$ cat src/olw_pkg.sv
/*
  Constants, addresses and field positions for the option latches and watchdog.
  Assumes one 10 MHz system clock, with crystal-clock events arriving as single-cycle ticks.
*/
// Notes on behaviour
// RULE_01: Each option latch takes one write per reset; both always readable.
// RULE_02: Low-voltage range bit writable once per power-on; only power-on clears it.
// RULE_03: CAN enable bit hands the controller two pins; only power-on clears it.
// RULE_04: Timebase prescale bit inserts a divide-by-128 stage; otherwise bypassed.
// RULE_05: Oscillator-in-sleep bit keeps the oscillator running during stop mode.
// RULE_06: Serial baud source: bus clock when set, crystal clock when clear.
// RULE_07: Watchdog rate bit picks 2^13-2^4 or 2^18-2^4 cycles; reset clears it.
// RULE_08: Keep-in-sleep bit keeps the monitor on in stop unless powered off.
// RULE_09: Reset-off bit blocks monitor resets; power-off bit powers the monitor down.
// RULE_10: Range bit selects 5-volt trip mode when set, 3-volt when clear.
// RULE_11: Fast-wake bit gives 32-cycle stop exit, otherwise 4096 cycles.
// RULE_12: Stop exit caused by low-voltage reset always takes the long delay.
// RULE_13: Stop instruction is illegal unless the sleep-allow bit is set.
// RULE_14: Watchdog disable bit switches the watchdog off, followed live.
// RULE_15: Watchdog is a 12-bit prescaler feeding a 6-bit counter; overflow resets.
// RULE_16: Service write clears counter and prescaler stages 12 to 5 only.
// RULE_17: Reading the service location returns the reset vector low byte.
// RULE_18: Watchdog reset pulls reset pin low 32 cycles and sets cause flag.
// RULE_19: Executing the stop instruction clears the watchdog prescaler.
// RULE_20: Power-on logic clears the prescaler 4096 crystal cycles after power-up.
// RULE_21: Any internal reset clears prescaler and counter.
// RULE_22: Reset vector fetch clears the watchdog prescaler.
// RULE_23: Option bits reset to 0, baud source to 1, power-on bits kept.

package olw_pkg;

  // ****************************************
  // Register addresses
  // ****************************************
  localparam logic [15:0] OLW_ADDR_LATCH_TWO = 16'h001E;
  localparam logic [15:0] OLW_ADDR_LATCH_ONE = 16'h001F;
  localparam logic [15:0] OLW_ADDR_STATUS    = 16'h0020;
  localparam logic [15:0] OLW_ADDR_COUNT     = 16'h0021;
  localparam logic [15:0] OLW_ADDR_SERVICE   = 16'hFFFF;
  localparam logic [15:0] OLW_ADDR_VECTOR    = 16'hFFFE;

  // ****************************************
  // Option latch one fields
  // ****************************************
  localparam int OLW_B1_RATE  = 7;
  localparam int OLW_B1_KEEP  = 6;
  localparam int OLW_B1_LRST  = 5;
  localparam int OLW_B1_LPWR  = 4;
  localparam int OLW_B1_RANGE = 3;
  localparam int OLW_B1_FAST  = 2;
  localparam int OLW_B1_STOP  = 1;
  localparam int OLW_B1_WDIS  = 0;

  // ****************************************
  // Option latch two fields
  // ****************************************
  localparam int OLW_B2_CAN  = 3;
  localparam int OLW_B2_TB   = 2;
  localparam int OLW_B2_OSC  = 1;
  localparam int OLW_B2_BAUD = 0;
  localparam logic [7:0] OLW_L2_MASK  = 8'h0F;

  // ****************************************
  // Reset values
  // ****************************************
  localparam logic [7:0] OLW_L1_RST = 8'h00;
  localparam logic [7:0] OLW_L2_RST = 8'h01;

  // ****************************************
  // Watchdog and delay counts
  // ****************************************
  localparam int          OLW_PRE_W      = 12;
  localparam int          OLW_CNT_W      = 6;
  localparam int          OLW_SVC_LO     = 4;
  localparam logic [17:0] OLW_WD_LONG    = 18'h3FFF0;
  localparam logic [17:0] OLW_WD_SHORT   = 18'h01FF0;
  localparam int          OLW_DLY_W      = 13;
  localparam logic [12:0] OLW_WAKE_SHORT = 13'h0020;
  localparam logic [12:0] OLW_WAKE_LONG  = 13'h1000;
  localparam logic [12:0] OLW_STRETCH    = 13'h0020;
  localparam logic [12:0] OLW_POR_WAIT   = 13'h1000;
  localparam logic [6:0]  OLW_TB_LAST    = 7'h7F;

  function automatic logic [17:0] olw_wdog_limit(input logic rate);
    return rate ? OLW_WD_SHORT : OLW_WD_LONG;
  endfunction : olw_wdog_limit

endpackage : olw_pkg

$ cat src/olw_delay.sv
/*
  Tick-counted delay: loads a length, counts crystal ticks, pulses done.
  Assumes start and tick are synchronous single-cycle events.
*/
`timescale 1ns/1ns
module olw_delay #(
  parameter int W = 13
) (
  // Clock and reset
  input  wire logic         clk,
  input  wire logic         sys_rst,
  // Control
  input  wire logic         start,
  input  wire logic [W-1:0] len,
  input  wire logic         tick,
  // Status
  output logic              busy,
  output logic              done
);

  if (W < 2) begin : g_chk
    $error("olw_delay width too small");
  end

  typedef struct packed {
    logic [W-1:0] cnt;
    logic         busy;
    logic         done;
  } olw_dly_t;

  olw_dly_t st_reg;
  olw_dly_t st_next;

  always_comb begin
    st_next      = st_reg;
    st_next.done = 1'b0;
    if (start) begin
      st_next.cnt  = len;
      st_next.busy = 1'b1;
    end else if (st_reg.busy && tick) begin
      if (st_reg.cnt <= W'(1)) begin
        st_next.busy = 1'b0;
        st_next.done = 1'b1;
      end else begin
        st_next.cnt = st_reg.cnt - W'(1);
      end
    end
  end

  always_ff @(posedge clk or posedge sys_rst) begin
    if (sys_rst) begin
      st_reg <= '0;
    end else begin
      st_reg <= st_next;
    end
  end

  assign busy = st_reg.busy;
  assign done = st_reg.done;

endmodule : olw_delay

$ cat src/olw_wdog.sv
/*
  Watchdog core: prescaler feeding a counter, overflow pulse and clears.
  Assumes tick marks one crystal clock period; clears are single-cycle.
*/
`timescale 1ns/1ns
module olw_wdog #(
  parameter int PRE_W = 12,
  parameter int CNT_W = 6
) (
  // Clock and reset
  input  wire logic             clk,
  input  wire logic             sys_rst,
  // Control
  input  wire logic             tick,
  input  wire logic             enable,
  input  wire logic             rate,
  input  wire logic             clr_svc,
  input  wire logic             clr_pre,
  input  wire logic             clr_all,
  // Status
  output logic                  fire,
  output logic [PRE_W-1:0]      pre,
  output logic [CNT_W-1:0]      cnt
);

  if (PRE_W + CNT_W != 18 || PRE_W <= olw_pkg::OLW_SVC_LO) begin : g_chk
    $error("olw_wdog widths must total 18 bits");
  end

  typedef struct packed {
    logic [CNT_W-1:0] cnt;
    logic [PRE_W-1:0] pre;
    logic             fire;
  } olw_wd_t;

  olw_wd_t st_reg;
  olw_wd_t st_next;

  always_comb begin
    st_next      = st_reg;
    st_next.fire = 1'b0;
    if (enable && tick) begin                                       // see RULE_14
      {st_next.cnt, st_next.pre} = 18'({st_reg.cnt, st_reg.pre} + 18'h00001);  // see RULE_15
      st_next.fire = ({st_reg.cnt, st_reg.pre} == olw_pkg::olw_wdog_limit(rate) - 18'h00001);  // see RULE_07
    end
    if (clr_svc) begin
      st_next.cnt  = '0;                                            // see RULE_16
      st_next.pre[PRE_W-1:olw_pkg::OLW_SVC_LO] = '0;
      st_next.fire = 1'b0;
    end
    if (clr_pre) begin
      st_next.pre = '0;                                             // see RULE_19
    end
    if (clr_all) begin
      st_next = '0;                                                 // see RULE_21
    end
  end

  always_ff @(posedge clk or posedge sys_rst) begin
    if (sys_rst) begin
      st_reg <= '0;
    end else begin
      st_reg <= st_next;
    end
  end

  assign fire = st_reg.fire;
  assign pre  = st_reg.pre;
  assign cnt  = st_reg.cnt;

  property p_svc;
    @(posedge clk) disable iff (sys_rst)
      clr_svc |=> (cnt == '0) && (pre[PRE_W-1:olw_pkg::OLW_SVC_LO] == '0) && !fire;
  endproperty
  a_svc: assert property (p_svc) else $error("service did not clear watchdog"); // see RULE_16

  property p_pre_clr;
    @(posedge clk) disable iff (sys_rst)
      clr_pre |=> (pre == '0);
  endproperty
  a_pre_clr: assert property (p_pre_clr) else $error("prescaler not cleared"); // see RULE_22

  property p_all_clr;
    @(posedge clk) disable iff (sys_rst)
      clr_all |=> (pre == '0) && (cnt == '0) && !fire;
  endproperty
  a_all_clr: assert property (p_all_clr) else $error("internal reset left watchdog"); // see RULE_21

endmodule : olw_wdog

$ cat src/olw_top.sv
/*
  Option latches with the watchdog, stop-mode and option-driven outputs.
  Assumes a byte register port with read data one cycle after the strobe,
  crystal-clock ticks as single-cycle pulses, and internal resets as pulses.
*/
// Chosen here: strobed register access.
`timescale 1ns/1ns
module olw_top (
  // Clock and reset
  input  wire logic        clk,
  input  wire logic        sys_rst,
  input  wire logic        int_rst,
  // Register port
  input  wire logic [15:0] addr,
  input  wire logic [7:0]  wr_data,
  input  wire logic        wr_stb,
  input  wire logic        rd_stb,
  output logic      [7:0]  rd_data,
  // Core events
  input  wire logic [7:0]  reset_vec_lo,
  input  wire logic        vec_fetch,
  input  wire logic [15:0] fetch_addr,
  input  wire logic        stop_exec,
  input  wire logic        stop_exit,
  input  wire logic        stop_exit_lowv,
  // Clock sources
  input  wire logic        xtal_tick,
  input  wire logic        tb_src_tick,
  // Watchdog results
  output logic             wdog_chip_rst,
  output logic             rst_pin_drive_low,
  output logic             wdog_cause,
  // Stop mode
  output logic             stop_enter,
  output logic             illegal_op,
  output logic             wake_done,
  output logic             osc_halt,
  // Low-voltage monitor control
  output logic             lowv_run,
  output logic             lowv_reset_block,
  output logic             lowv_power_down,
  output logic             lowv_5v_mode,
  // Peripheral options
  output logic             can_enable,
  output logic      [1:0]  can_pin_own,
  output logic             tb_tick,
  output logic             serial_tick
);

  // ****************************************
  // State
  // ****************************************
  typedef struct packed {
    logic [7:0]  l1;
    logic [7:0]  l2;
    logic        one_done;
    logic        two_done;
    logic        range_done;
    logic        cause;
    logic        in_stop;
    logic        stop_enter;
    logic        illegal_op;
    logic        osc_halt;
    logic        lowv_run;
    logic [6:0]  tb_div;
    logic        tb_tick;
    logic        serial_tick;
    logic [12:0] por_cnt;
    logic        por_done;
    logic        por_clr;
    logic [7:0]  rd_data;
  } olw_main_t;

  localparam olw_main_t ST_RST = '{
    l1:       olw_pkg::OLW_L1_RST,
    l2:       olw_pkg::OLW_L2_RST,
    lowv_run: 1'b1,
    default:  '0
  };

  olw_main_t st_reg;
  olw_main_t st_next;

  // ****************************************
  // Sub-block wiring
  // ****************************************
  logic                          wd_fire;
  logic [olw_pkg::OLW_PRE_W-1:0] wd_pre;
  logic [olw_pkg::OLW_CNT_W-1:0] wd_cnt;
  logic                          irst;
  logic                          svc_wr;
  logic                          stop_ok;
  logic                          vec_clr;
  logic                          rec_start;
  logic [olw_pkg::OLW_DLY_W-1:0] rec_len;
  logic                          rec_busy;
  logic                          rec_done;
  logic                          str_busy;

  assign irst    = int_rst | wd_fire;
  assign svc_wr  = wr_stb && (addr == olw_pkg::OLW_ADDR_SERVICE);
  assign stop_ok = stop_exec && st_reg.l1[olw_pkg::OLW_B1_STOP];
  assign vec_clr = vec_fetch && (fetch_addr[15:1] == olw_pkg::OLW_ADDR_VECTOR[15:1]);  // see RULE_22

  // Low-voltage exit always takes the long recovery
  assign rec_start = stop_exit && st_reg.in_stop;
  assign rec_len   = (stop_exit_lowv || !st_reg.l1[olw_pkg::OLW_B1_FAST]) ?  // see RULE_12
                     olw_pkg::OLW_WAKE_LONG : olw_pkg::OLW_WAKE_SHORT;      // see RULE_11

  olw_wdog #(
    .PRE_W (olw_pkg::OLW_PRE_W),
    .CNT_W (olw_pkg::OLW_CNT_W)
  ) u_wdog (
    .clk     (clk),
    .sys_rst (sys_rst),
    .tick    (xtal_tick),
    .enable  (!st_reg.l1[olw_pkg::OLW_B1_WDIS]),
    .rate    (st_reg.l1[olw_pkg::OLW_B1_RATE]),
    .clr_svc (svc_wr),
    .clr_pre (stop_ok | st_reg.por_clr | vec_clr),
    .clr_all (irst),
    .fire    (wd_fire),
    .pre     (wd_pre),
    .cnt     (wd_cnt)
  );

  // Reset pin stretch after a watchdog overflow
  olw_delay #(
    .W (olw_pkg::OLW_DLY_W)
  ) u_stretch (
    .clk     (clk),
    .sys_rst (sys_rst),
    .start   (wd_fire),
    .len     (olw_pkg::OLW_STRETCH),
    .tick    (xtal_tick),
    .busy    (str_busy),
    .done    ()
  );

  // Stop-mode recovery delay
  olw_delay #(
    .W (olw_pkg::OLW_DLY_W)
  ) u_recover (
    .clk     (clk),
    .sys_rst (sys_rst),
    .start   (rec_start),
    .len     (rec_len),
    .tick    (xtal_tick),
    .busy    (rec_busy),
    .done    (rec_done)
  );

  // ****************************************
  // Next state
  // ****************************************
  always_comb begin
    st_next            = st_reg;
    st_next.stop_enter = 1'b0;
    st_next.illegal_op = 1'b0;
    st_next.por_clr    = 1'b0;
    st_next.rd_data    = '0;

    // Option writes, one per reset
    if (irst) begin
      st_next.one_done = 1'b0;                                      // see RULE_01
      st_next.two_done = 1'b0;
      st_next.l1       = olw_pkg::OLW_L1_RST;                       // see RULE_23
      st_next.l1[olw_pkg::OLW_B1_RANGE] = st_reg.l1[olw_pkg::OLW_B1_RANGE];  // see RULE_02
      st_next.l2       = olw_pkg::OLW_L2_RST;
      st_next.l2[olw_pkg::OLW_B2_CAN]   = st_reg.l2[olw_pkg::OLW_B2_CAN];    // see RULE_03
      st_next.in_stop  = 1'b0;
    end else if (wr_stb) begin
      if (addr == olw_pkg::OLW_ADDR_LATCH_ONE && !st_reg.one_done) begin
        st_next.one_done = 1'b1;                                    // see RULE_01
        st_next.l1       = wr_data;
        if (st_reg.range_done) begin
          st_next.l1[olw_pkg::OLW_B1_RANGE] = st_reg.l1[olw_pkg::OLW_B1_RANGE];  // see RULE_02
        end
        st_next.range_done = 1'b1;
      end
      if (addr == olw_pkg::OLW_ADDR_LATCH_TWO && !st_reg.two_done) begin
        st_next.two_done = 1'b1;                                    // see RULE_01
        st_next.l2       = wr_data & olw_pkg::OLW_L2_MASK;
      end
    end

    // Cause flag: a fresh watchdog event wins over a clear
    if (int_rst) begin
      st_next.cause = 1'b0;
    end
    if (wd_fire) begin
      st_next.cause = 1'b1;                                         // see RULE_18
    end

    // Stop instruction
    if (stop_exec && !irst) begin
      if (st_reg.l1[olw_pkg::OLW_B1_STOP]) begin
        st_next.stop_enter = 1'b1;                                  // see RULE_13
        st_next.in_stop    = 1'b1;
      end else begin
        st_next.illegal_op = 1'b1;                                  // see RULE_13
      end
    end
    if (rec_start) begin
      st_next.in_stop = 1'b0;
    end

    // Option-driven levels, registered
    st_next.osc_halt = st_next.in_stop && !st_next.l2[olw_pkg::OLW_B2_OSC];  // see RULE_05
    st_next.lowv_run = !st_next.l1[olw_pkg::OLW_B1_LPWR] &&                   // see RULE_09
                       (!st_next.in_stop || st_next.l1[olw_pkg::OLW_B1_KEEP]);  // see RULE_08

    // Timebase path with optional divide-by-128
    st_next.tb_tick = 1'b0;
    if (st_reg.l2[olw_pkg::OLW_B2_TB]) begin
      if (tb_src_tick) begin
        st_next.tb_div  = 7'(st_reg.tb_div + 7'h01);                // see RULE_04
        st_next.tb_tick = (st_reg.tb_div == olw_pkg::OLW_TB_LAST);
      end
    end else begin
      st_next.tb_div  = '0;
      st_next.tb_tick = tb_src_tick;                                // see RULE_04
    end

    // Serial clock source
    st_next.serial_tick = st_reg.l2[olw_pkg::OLW_B2_BAUD] ? 1'b1 : xtal_tick;  // see RULE_06

    // One-shot prescaler clear after power-up
    if (!st_reg.por_done && xtal_tick) begin
      st_next.por_cnt = 13'(st_reg.por_cnt + 13'h0001);
      if (st_next.por_cnt == olw_pkg::OLW_POR_WAIT) begin
        st_next.por_done = 1'b1;
        st_next.por_clr  = 1'b1;                                    // see RULE_20
      end
    end

    // Read data, one cycle after the strobe
    if (rd_stb) begin
      unique case (addr)
        olw_pkg::OLW_ADDR_LATCH_ONE: begin
          st_next.rd_data = st_reg.l1;
        end
        olw_pkg::OLW_ADDR_LATCH_TWO: begin
          st_next.rd_data = st_reg.l2;
        end
        olw_pkg::OLW_ADDR_SERVICE: begin
          st_next.rd_data = reset_vec_lo;                           // see RULE_17
        end
        olw_pkg::OLW_ADDR_STATUS: begin
          st_next.rd_data = {3'h0, rec_busy, st_reg.in_stop, st_reg.two_done,
                             st_reg.one_done, st_reg.cause};
        end
        olw_pkg::OLW_ADDR_COUNT: begin
          st_next.rd_data = {2'h0, wd_cnt};
        end
        default: begin
          st_next.rd_data = '0;
        end
      endcase
    end
  end

  always_ff @(posedge clk or posedge sys_rst) begin
    if (sys_rst) begin
      st_reg <= ST_RST;
    end else begin
      st_reg <= st_next;
    end
  end

  // ****************************************
  // Outputs
  // ****************************************
  assign rd_data           = st_reg.rd_data;
  assign wdog_chip_rst     = wd_fire;                                // see RULE_15
  assign rst_pin_drive_low = str_busy;
  assign wdog_cause        = st_reg.cause;
  assign stop_enter        = st_reg.stop_enter;
  assign illegal_op        = st_reg.illegal_op;
  assign wake_done         = rec_done;
  assign osc_halt          = st_reg.osc_halt;
  assign lowv_run          = st_reg.lowv_run;
  assign lowv_reset_block  = st_reg.l1[olw_pkg::OLW_B1_LRST];        // see RULE_09
  assign lowv_power_down   = st_reg.l1[olw_pkg::OLW_B1_LPWR];
  assign lowv_5v_mode      = st_reg.l1[olw_pkg::OLW_B1_RANGE];       // see RULE_10
  assign can_enable        = st_reg.l2[olw_pkg::OLW_B2_CAN];         // see RULE_03
  assign can_pin_own       = {2{st_reg.l2[olw_pkg::OLW_B2_CAN]}};
  assign tb_tick           = st_reg.tb_tick;
  assign serial_tick       = st_reg.serial_tick;

  // ****************************************
  // Checks
  // ****************************************
  property p_once;
    @(posedge clk) disable iff (sys_rst)
      (wr_stb && addr == olw_pkg::OLW_ADDR_LATCH_ONE && st_reg.one_done && !irst) |=> $stable(st_reg.l1);
  endproperty
  a_once: assert property (p_once) else $error("option latch rewritten"); // see RULE_01

  property p_range_keep;
    @(posedge clk) disable iff (sys_rst)
      irst |=> $stable(lowv_5v_mode) && $stable(can_enable);
  endproperty
  a_range_keep: assert property (p_range_keep) else $error("power-on bit lost on reset"); // see RULE_02

  property p_rate_clr;
    @(posedge clk) disable iff (sys_rst)
      irst |=> !st_reg.l1[olw_pkg::OLW_B1_RATE] && !st_reg.one_done && st_reg.l2[olw_pkg::OLW_B2_BAUD];
  endproperty
  a_rate_clr: assert property (p_rate_clr) else $error("reset values wrong"); // see RULE_07

  property p_illegal;
    @(posedge clk) disable iff (sys_rst)
      (stop_exec && !irst && !st_reg.l1[olw_pkg::OLW_B1_STOP]) |=> illegal_op && !stop_enter;
  endproperty
  a_illegal: assert property (p_illegal) else $error("stop not refused"); // see RULE_13

  property p_disable;
    @(posedge clk) disable iff (sys_rst)
      st_reg.l1[olw_pkg::OLW_B1_WDIS] |=> !wdog_chip_rst;
  endproperty
  a_disable: assert property (p_disable) else $error("disabled watchdog fired"); // see RULE_14

  property p_stretch;
    @(posedge clk) disable iff (sys_rst)
      wd_fire |=> rst_pin_drive_low [*8] ##0 wdog_cause;
  endproperty
  a_stretch: assert property (p_stretch) else $error("reset pin not held low"); // see RULE_18

  property p_tb_bypass;
    @(posedge clk) disable iff (sys_rst)
      (!st_reg.l2[olw_pkg::OLW_B2_TB] && tb_src_tick) |=> tb_tick;
  endproperty
  a_tb_bypass: assert property (p_tb_bypass) else $error("timebase bypass lost tick"); // see RULE_04

  property p_tb_div;
    @(posedge clk) disable iff (sys_rst)
      (st_reg.l2[olw_pkg::OLW_B2_TB] && st_reg.tb_div != olw_pkg::OLW_TB_LAST) |=> !tb_tick;
  endproperty
  a_tb_div: assert property (p_tb_div) else $error("timebase divider early tick"); // see RULE_04

  property p_baud;
    @(posedge clk) disable iff (sys_rst)
      st_reg.l2[olw_pkg::OLW_B2_BAUD] |=> serial_tick;
  endproperty
  a_baud: assert property (p_baud) else $error("serial clock not bus clock"); // see RULE_06

  property p_lowv_stop;
    @(posedge clk) disable iff (sys_rst)
      (st_reg.in_stop && st_reg.l1[olw_pkg::OLW_B1_LPWR]) |-> !lowv_run;
  endproperty
  a_lowv_stop: assert property (p_lowv_stop) else $error("monitor on while powered off"); // see RULE_08

  property p_vec_read;
    @(posedge clk) disable iff (sys_rst)
      (rd_stb && addr == olw_pkg::OLW_ADDR_SERVICE && !irst) |=>
        (rd_data == $past(reset_vec_lo)) && (wd_cnt >= $past(wd_cnt));
  endproperty
  a_vec_read: assert property (p_vec_read) else $error("service read wrong"); // see RULE_17

endmodule : olw_top

$ cat config.mk
export PLATFORM = sky130hd
export DESIGN_NAME = olw_top
export DESIGN_NICKNAME = d
export VERILOG_FILES = /design/src/olw_pkg.sv /design/src/olw_delay.sv /design/src/olw_wdog.sv /design/src/olw_top.sv
export SDC_FILE = /design/constraint.sdc
export NUM_CORES = 1
export LEC_CHECK = 0
export ABC_CLOCK_PERIOD_IN_PS = 2750
export BUFFER_PORTS_ARGS = -buffer_cell sky130_fd_sc_hd__buf_4
export CAP_MARGIN = 30
export CORE_MARGIN = 1.5
export CORE_UTILIZATION = 45
export DETAILED_ROUTE_END_ITERATION = 10
export PLACE_DENSITY_LB_ADDON = 0.05
export SLEW_MARGIN = 10
export SYNTH_ARGS = -nofsm -noshare
export SYNTH_HDL_FRONTEND = slang
export SYNTH_SLANG_ARGS = --single-unit
$ cat constraint.sdc
create_clock -name clk -period 2.75 [get_ports clk]
set_input_delay 0.1375 -clock clk [delete_from_list [all_inputs] [get_ports clk]]
set_output_delay 0.1375 -clock clk [all_outputs]
set_load 0.05 [all_outputs]
# --- After elaboration in Yosys (flattened, before gate mapping) ---
# Index checks and enable logic that the tools add are counted.
# W data, S select, Z words.
classes:
  addsub: 6
  multipliers: 0
  div_mod_pow: 0
  order_cmp: 2
  n_eq_ne: 12
  n_shift: 0
  muxes: 38
  bitwise: 5
  n_reduce_logical: 45
ops:
  columns: ["cell", "n"]
  rows:
  - ["$mux W19", 3]
  - ["$mux W14", 3]
  - ["$mux W8", 5]
  - ["$pmux W8 S5", 1]
  - ["$mux W13", 3]
  - ["$mux W18", 2]
  - ["$eq A16 B5 Y1 const B", 2]
  - ["$eq A16 B6 Y1 const B", 2]
  - ["$mux W15", 2]
  - ["$le A13 B1 Y1 const B", 2]
  - ["$sub A13 B1 Y13 const B", 2]
  - ["$add A18 B1 Y18 const B", 1]
  - ["$eq A18 B18 Y1", 1]
  - ["$sub A18 B1 Y18 const B", 1]
  - ["$eq A16 B16 Y1 const B", 1]
  - ["$reduce_bool A2 Y1", 8]
  - ["$eq A15 B15 Y1 const B", 1]
  - ["$mux W1", 14]
  - ["$reduce_and A2 Y1", 7]
  - ["$add A13 B1 Y13 const B", 1]
  - ["$eq A13 B13 Y1 const B", 1]
  - ["$logic_and A1 B1 Y1", 13]
  - ["$mux W12", 1]
  - ["$logic_not A1 Y1", 9]
  - ["12 further kinds", 22]
totals:
  reg_bits: 105
  latch_bits: 0
  ram_bits: 0
  rom_bits: 0
  input_bits: 59
  output_inout_bits: 24
  wordCells: 139
  mem_count: 0

# --- Depth between registers and ports, before layout ---
# Gate-level depths: netlist of run 1.
logic_depth:
  word_depth: 8
  depth_mapped: 8
  ltp_nobuf: 7

# --- Cells and area by module ---
# From an unflattened synthesis of run 1, not the netlist that was laid out.
unflattened:
  hier_cells: 600
  hier_area_um2: 5808.1
by_module_without_submodules:
  columns: ["mod", "instances", "cells_per_inst", "area_each_um2", "seq_area_each_um2"]
  rows:
  - ["olw_top", 1, 273, 2836.5, 1328.8]
  - ["olw_delay", 2, 107, 940.9, 375.4]
  - ["olw_wdog", 1, 113, 1089.8, 475.5]

# --- Least setup slack after synthesis of run 1 ---
# Ideal clock, no wire load.
synth_path:
  kind: "register to register"
  startpoint: "register u_stretch.st_reg[5] in the netlist's numbering"
  endpoint: "register u_stretch.st_reg[7] in the netlist's numbering"
  setup_time_ns: 0.131
  t_arrival_ns: 2.136
  t_required_ns: 2.619
  path_slack_ns: 0.483
  stages_incl_launch_ff: 8
  path_buffers: 2
  period_less_slack_ns: 2.267
  path_cell_list: "dfrtp_1 > or3_1 > buf_2 > or4_4 > buf_6 > o211ai_4 > nor4_1 > or3_1"
synth_via:
  elab_chain_len: 4
  word_cells_on_any_way: 7
  classes_between: "add/sub (1); order compare (1); eq/ne (1); mux (3); reduce/logical (1)"
synth_rtl:
  columns: ["item", "line_no", "rtl"]
  rows:
  - ["from (decl)", "olw_delay.sv:31", "olw_dly_t st_reg;"]
  - ["from (signal assigned)", "olw_delay.sv:54", "st_reg <= st_next;"]
  - ["$sub A13 B1 Y13", "olw_delay.sv:45", "st_next.cnt = st_reg.cnt - W'(1);"]
  - ["$mux W13", "olw_delay.sv:41", "if (st_reg.cnt <= W'(1)) begin"]
  - ["$mux W15", "olw_delay.sv:40", "end else if (st_reg.busy && tick) begin"]
  - ["$mux W14", "olw_delay.sv:37", "if (start) begin"]
# Several ways; a longest one is shown, not always the timed one. The select of a mux whose other input is x is not followed.
# A chain may end at the register's enable or synchronous reset.

# --- Worst setup path in the final report of run 1 ---
layout_path:
  startpoint: "register u_stretch.st_reg[8] in the netlist's numbering"
  endpoint: "register u_stretch.st_reg[7] in the netlist's numbering"
layout_via:
  elab_chain_len: 3
layout_rtl:
  columns: ["item", "line_no"]
  rows:
  - ["$le A13 B1 Y1", "olw_delay.sv:41"]
  - ["$ne A2 B2 Y1 (no line)", null]
  - ["$reduce_and A2 Y1 (no line)", null]
# Every way passes these cells.

==> summary.txt, run 1 <==
Yosys
  • Prevailing post-synth register cell: dfrtp_1
  • Synthesized net count: 591
  • Synth top area cells: dfrtp_1 (47%), nor2_1 (4.5%), xor2_1 (4.5%)
  • Number of synthesized register bits: 101
  • Most numerous cell in the Yosys netlist: dfrtp_1
  • Yosys warns: 0
  • EDFF count, synth: 0
  • Seq/Total Area, Yosys: 48.4%
  • Syn Inst Count: 524
  • Post-synth top area share: 47.4%
  • Synth cell types: 59
  • Top post-synthesis cells by count: dfrtp_1 (99), nor2_1 (63), nand2_1 (30)
  • Post-Syn Area: 0.00523 mm²
  • Syn_area_per_cell: 9.98 µm²
  • Area leader, netlist: dfrtp_1
  • FFs w/ async S/R, synth: 100%

Worst setup path
  • Delay-heaviest family, CP: simple AND/OR/NAND/NOR gates
  • WP buf/inv: 0
  • Setup Crit Path Kind: register to register
  • CP endpoint kind: register
  • CP max FO: 9
  • WP data arrival: 2.63 ns
  • Worst reg2reg path endpoint: u_stretch.st_reg[7]
  • Worst R2R Path Depth: 5
  • Cells along the critical path: or4_1, or3_1, o211ai_4, nor4_1, or3_1
  • Most used cell, CP: or3_1
  • Stages on worst setup path: 5
  • Reg2Reg Setup Slack: 0.34 ns
  • Crit start category: register
  • Slowest cell on the critical path: or4_1
  • Slowest Stage Delay on Critical Path: 0.59 ns
  • RR Startpoint: u_stretch.st_reg[8]
  • WP data required: 2.97 ns

Timing
  • Worst Skew: 0.00618 ns
  • Final period utilization: 87.6%
  • Slew Limit Headroom: 49.1%
  • Fmax: 0.415 GHz
  • Final min period: 2.41 ns
  • Slew at the pin closest to its max-slew limit: 0.757 ns
  • Max-slew violations: 0
  • Final Hold Vio Count: 0
  • TNS Setup: 0 ns
  • RSZ-0062 raised after global routing: no
  • Finish-stage setup viols: 0

Route
  • WL final: 11000 µm
  • DRC errors left: 0
  • First drt pass iteration count: 5
  • Via count: 4046
  • DR WL/cell: 14.8 µm
  • Vias per cell: 5.45
  • Antenna viol nets, final: 0
  • Iter 0 DRT Violations: 182

Final layout
  • Ant diodes: 0
  • Layout area overhead: 20.1%
  • Nets: 661
  • Layout cells sized above 1: 21.0%
  • Post-layout util: 55.2%
  • Fill cells: 1028
  • Largest register FFs: 34

Power and ir drop
  • Pint: 2.57 mW
  • Clock power frac: 41.3%
  • Leak: 2.83 nW
  • Share of power burned in registers: 48.6%
  • Pwr/cell area: 542 mW/mm²
  • Comb pwr share: 10.1%
  • Switching Fraction: 24.4%
  • Switch Pwr: 829 µW
  • VDD IR max: 0.712 mV

Place
  • Routability cong.: 0.786
  • DP HPWL: 7960 µm
  • PortBufs: 81

Floorplanning
  • Core footprint: 0.0114 mm²
  • Die X-Extent: 111 µm
  • Die Y: 111 µm
  • Die Area: 0.0123 mm²
  • I/O pins: 83
  • Initial cell density of the core: 46.0%
  • Rows: 39

Worst hold path
  • Hold path startpoint: wr_data[3]
  • Worst min-delay path class: primary input to register
  • Hold-critical path depth: 2
  • Hold path endpoint: can_enable

GRT
  • First-pass GRT wire length: 19100 µm
  • Overflow after GRT: 0
  • Largest net degree at the start of global routing: 70
  • Initial antenna violation count: 0
  • Gr usage total: 19.2%
  • Vias in the first global route: 3909

Clock network
  • Clock slew seen by the registers of the worst setup and hold paths: 0.07 ns
  • Maximum root-to-sink buffer count: 2
  • CTS sink cnt: 101
  • Total CTS buffers: 9
  • CTS tree: done
  • Worst-Skew Late Latency: 0.35 ns
  • H-tree levels: 3
  • CTS root buf: clkbuf_16

Status
  • Status: finished clean

Run
  • Max_cap viols: 0
what timing repair did:
| action | CTS | global route |
|---|---|---|
| hold endpoints to repair | 33 | 0 |
| gates resized for setup | 0 | 0 |
| hold buffers | 2 | 0 |
| buffers inserted | 0 | 0 |
worst reg2reg max path, stage by stage, from the launching register on:
cell and delay (ns):
dfrtp_1 0.43, or4_1 0.59, or3_1 0.49, o211ai_4 0.34, nor4_1 0.08, or3_1 0.35
how the worst max path moves through the flow:
stage          slack (ns)                  end           startpoint
2_1_floorplan        0.48  u_stretch.st_reg[7]  u_stretch.st_reg[5]
3_3_place_gp         0.39  u_stretch.st_reg[7]  u_stretch.st_reg[8]
3_5_place_dp         0.34  u_stretch.st_reg[7]  u_stretch.st_reg[8]
4_1_cts              0.33  u_stretch.st_reg[7]  u_stretch.st_reg[8]
5_1_grt              0.22  u_stretch.st_reg[7]  u_stretch.st_reg[8]
6_report             0.34  u_stretch.st_reg[7]  u_stretch.st_reg[8]
cells in the final DEF (no fill, tap or decap), types with 3 or more instances in the layout:
| master | count |
|---|---|
| a2111oi_0 | 3 |
| a211oi_1 | 5 |
| a21oi_1 | 24 |
| a22oi_1 | 6 |
| and2_1 | 12 |
| and3_1 | 5 |
| buf_4 | 89 |
| clkbuf_16 | 9 |
| dfrtp_1 | 99 |
| ha_1 | 8 |
| inv_1 | 10 |
| mux2_2 | 4 |
| mux2i_1 | 16 |
| nand2_1 | 30 |
| nand2b_1 | 4 |
| nand3_1 | 14 |
| nand3b_1 | 5 |
| nand4_1 | 19 |
| nor2_1 | 63 |
| nor2b_1 | 3 |
| nor3_1 | 12 |
| nor3b_1 | 4 |
| nor4_1 | 16 |
| o21ai_0 | 11 |
| o31ai_1 | 6 |
| or2_2 | 5 |
| or3_1 | 12 |
| or4_1 | 7 |
| xnor2_1 | 24 |
| xor2_1 | 27 |
routing by layer:
metal,GRT usage (%),vias to the layer above,share of wire (%)
li1,-,1999,-
met1,25.0,1949,45
met2,31.3,82,49
met3,5.14,16,4.3
met4,5.98,0,1.6
met5,0,-,0
power groups by stage:
stage	Sequential (mW)	Combinational (mW)	Clock, mW
floorplan	1.61	0.290	0
global placement	1.68	0.340	0
detailed placement	1.68	0.343	0
CTS	1.65	0.349	1.46
global route	1.67	0.384	1.51
finish	1.65	0.343	1.40
metrics by stage:
step / hold slack (ns) / power (mW) / std cells / setup WS (ns) / area (µm²)
after floorplan: 0.234 / 1.89 / 524 / 0.483 / 5230
after global placement: 0.304 / 2.02 / 724 / 0.390 / 5930
after detailed placement: 0.306 / 2.02 / 724 / 0.342 / 5930
after CTS: 0.0153 / 3.46 / 742 / 0.334 / 6280
after global routing: 0.0159 / 3.56 / 742 / 0.221 / 6280
final: 0.0294 / 3.40 / 742 / 0.342 / 6280
final cells by class:
cell class	instances	area [µm²]	area share (%)
multi-input combinational	379	2480	39.5
timing repair buffer	92	708	11.3
clock buffer	12	256	4.08
clock inverter	4	77.6	1.24
inverter	11	45.0	0.717
tap	143	179	2.85
sequential	101	2530	40.3
cells by family (layout without fill, tap and decap cells):
family                   count (synthesis)  in the layout  synth area share (%)
AND/OR/NAND/NOR                        223            223                  23.0
flip-flops                             101            101                  48.4
AO/OA/AOI/OAI                           77             77                  10.1
XOR/XNOR                                51             51                  8.54
buffers and inverters                   44            119                  4.09
multiplexers                            20             20                  3.93
adder cells (fa/ha/maj)                  8              8                  1.91
No activity file was read; power rests on OpenSTA's default activity.
==> run 2, diff against run 1 <==
- CTS_BUF_LIST: unset -> sky130_fd_sc_hd__clkbuf_2
==> run 2 against run 1 <==
  * Maximum frequency decreased by 0.65%
  * Routed wire length up 1.8%
  * Utilization rose by 0.36 points
  * Clock skew up 0.017 ns
  * Sequential power hardly changed
  * Combinational power rose by 7.0%
  * Design area increased by 0.66%
  * Worst hold slack improved by 0.041 ns
  * Final cell count grew 3.2%
  * Largest power group unchanged
==> summary.txt, run 2 (synthesized netlist as in run 1, its figures left out) <==
Timing
  • Fmax: 0.413 GHz (-0.65%)
  • Final period utilization: 88.1% (+0.57 points)
  • Max-slew violations: 0 (unchanged)
  • TNS Setup: 0 ns (unchanged)
  • Final Hold Vio Count: 0 (unchanged)
  • Slew at the pin closest to its max-slew limit: 0.734 ns (-0.0227 ns)
  • Final min period: 2.42 ns (+0.0158 ns)
  • Finish-stage setup viols: 0 (unchanged)
  • Slew Limit Headroom: 50.6% (+1.5 points)
  • Worst Skew: 0.0234 ns (+0.0172 ns)
  • RSZ-0062 raised after global routing: no

Clock network
  • Worst-Skew Late Latency: 0.59 ns (+0.24 ns)
  • CTS sink cnt: 101 (unchanged)
  • CTS tree: done
  • H-tree levels: 3 (unchanged)
  • Maximum root-to-sink buffer count: 2 (unchanged)
  • Total CTS buffers: 9 (unchanged)
  • Resize count post-CTS: 0 (unchanged)
  • CTS root buf: clkbuf_2
  • Clock slew seen by the registers of the worst setup and hold paths: 0.25 ns (+0.18 ns)

Worst setup path
  • Slowest Stage Delay on Critical Path: 0.59 ns (about the same)
  • Most used cell, CP: or3_1
  • CP max FO: 9 (unchanged)
  • WP data required: 3.24 ns (+0.27 ns)
  • WP buf/inv: 0 (unchanged)
  • Cells along the critical path: or4_1, or3_1, o211ai_4, nor4_1, or3_1
  • Slowest cell on the critical path: or4_1
  • Setup Crit Path Kind: register to register
  • WP data arrival: 2.91 ns (+0.28 ns)
  • Delay-heaviest family, CP: simple AND/OR/NAND/NOR gates
  • CP endpoint kind: register
  • Crit start category: register

Place
  • Routability cong.: 0.786 (unchanged)
  • PortBufs: 81 (unchanged)
  • DP HPWL: 7960 µm (unchanged)

Final layout
  • Fill cells: 1023 (-0.49%)
  • Multi-input gate area: 0.00248 mm² (unchanged)
  • Commonest non-fill, non-tap cell in the layout: dfrtp_1
  • Layout cells sized above 1: 20.1% (-0.97 points)
  • Largest register FFs: 34 (unchanged)
  • Nets: 685 (+3.6%)
  • Layout area overhead: 20.9%
  • Area taken by flip-flops and latches: 0.00253 mm² (unchanged)
  • Ant diodes: 0 (unchanged)
  • Most frequent cells in the layout: dfrtp_1 (99), buf_4 (89), nor2_1 (63)
  • Post-layout util: 55.6% (+0.36 points)

Route
  • First drt pass iteration count: 4 (-1)
  • DRC errors left: 0 (unchanged)
  • Iter 0 DRT Violations: 209 (+15%)
  • WL final: 11200 µm (+1.8%)
  • Via count: 4146 (+2.5%)
  • DR WL/cell: 14.6 µm (-1.4%)
  • Antenna viol nets, final: 0 (unchanged)
  • Vias per cell: 5.41 (-0.74%)

Floorplanning
  • Core footprint: 0.0114 mm² (unchanged)
  • Die X-Extent: 111 µm (unchanged)
  • Initial cell density of the core: 46.0% (unchanged)
  • Rows: 39 (unchanged)
  • Die Y: 111 µm (unchanged)
  • Die Area: 0.0123 mm² (unchanged)
  • I/O pins: 83 (unchanged)

GRT
  • Gr usage total: 19.6% (+0.44 points)
  • Overflow after GRT: 0 (unchanged)
  • Gr busiest metal: met2
  • Vias in the first global route: 4051 (+3.6%)
  • Met2 usage: 32.1% (+0.78 points)
  • Largest net degree at the start of global routing: 70 (unchanged)
  • GRT met1 Usage: 25.5% (+0.51 points)
  • First-pass GRT wire length: 19500 µm (+2.0%)
  • Met3 Use GR: 5.30% (+0.16 points)
  • Initial antenna violation count: 0 (unchanged)

Worst hold path
  • Worst min-delay path class: primary input to register

Run
  • Max_cap viols: 0 (unchanged)

Power and ir drop
  • VDD IR max: 0.461 mV (-35%)
  • Leak: 2.85 nW (+0.75%)
  • Pwr/cell area: 446 mW/mm² (-18%)

Status
  • Status: finished clean
==> run 2: cell count changes in the layout (fill, tap and decap cells not counted), sizes merged <==
cell         before  now
dlygate4sd3       2   26
clkinv            0    2
clkbuf           12   10
==> run 2: path summary, 6_finish.rpt <==
kind | startpoint | to | slack, ns | cells past startpoint
max in group asynchronous | sys_rst | lowv_run | 1.73 | 4
hold / removal | addr[6] | lowv_reset_block | 0.07 | 5
setup reg to reg | u_stretch.st_reg[8] | u_stretch.st_reg[7] | 0.33 | 5
hold reg to reg | st_reg[38] | st_reg[38] | 0.50 | 1
min in group asynchronous | sys_rst | st_reg[11] | 0.18 | 3
setup / recovery | u_stretch.st_reg[8] | u_stretch.st_reg[7] | 0.33 | 5
==> run 2: final cells by class <==
| cell class | instances | share of cell area, % |
|---|---|---|
| Clock buffer | 10 | 0.792 |
| Clock inverter | 6 | 1.35 |
| Inverter | 11 | 0.713 |
| Multi-Input combinational cell | 379 | 39.3 |
| Sequential cell | 101 | 40.0 |
| Tap cell | 143 | 2.83 |
| Timing Repair Buffer | 116 | 15.0 |
==> run 2: power breakdown <==
group | internal [mW] | switching (mW) | total, mW
registers | 1.54 | 0.114 | 1.66
logic | 0.198 | 0.169 | 0.367
clock network | 0.305 | 0.491 | 0.797
total | 2.05 | 0.774 | 2.82
==> run 2: layer usage <==
layer / wire (µm) / vias up
li1: - / 2043
met1: 5140 / 1997
met2: 5500 / 94
met3: 420 / 12
met4: 145 / 0
met5: 0 / -
==> run 2: timing repair <==
action | in CTS | in global routing
buffers inserted | 0 | 0
hold buffers | 26 | 0
hold endpoints to repair | 85 | 0
==> run 2: worst reg2reg max path: stages (launching register included) <==
cell      delay, ns
dfrtp_1        0.49
or4_1          0.59
or3_1          0.49
o211ai_4       0.34
nor4_1         0.08
or3_1          0.35
==> run 2: through the flow <==
stage / instance area, µm² / power (mW) / setup slack (ns) / hold WS (ns) / std cells
2_1_floorplan: 5230 / 1.89 / 0.483 / 0.234 / 524
3_3_place_gp: 5930 / 2.02 / 0.390 / 0.304 / 724
3_5_place_dp: 5930 / 2.02 / 0.342 / 0.306 / 724
4_1_cts: 6320 / 2.87 / 0.317 / 0.00533 / 766
5_1_grt: 6320 / 2.98 / 0.202 / 0.0250 / 766
6_report: 6320 / 2.82 / 0.326 / 0.0703 / 766
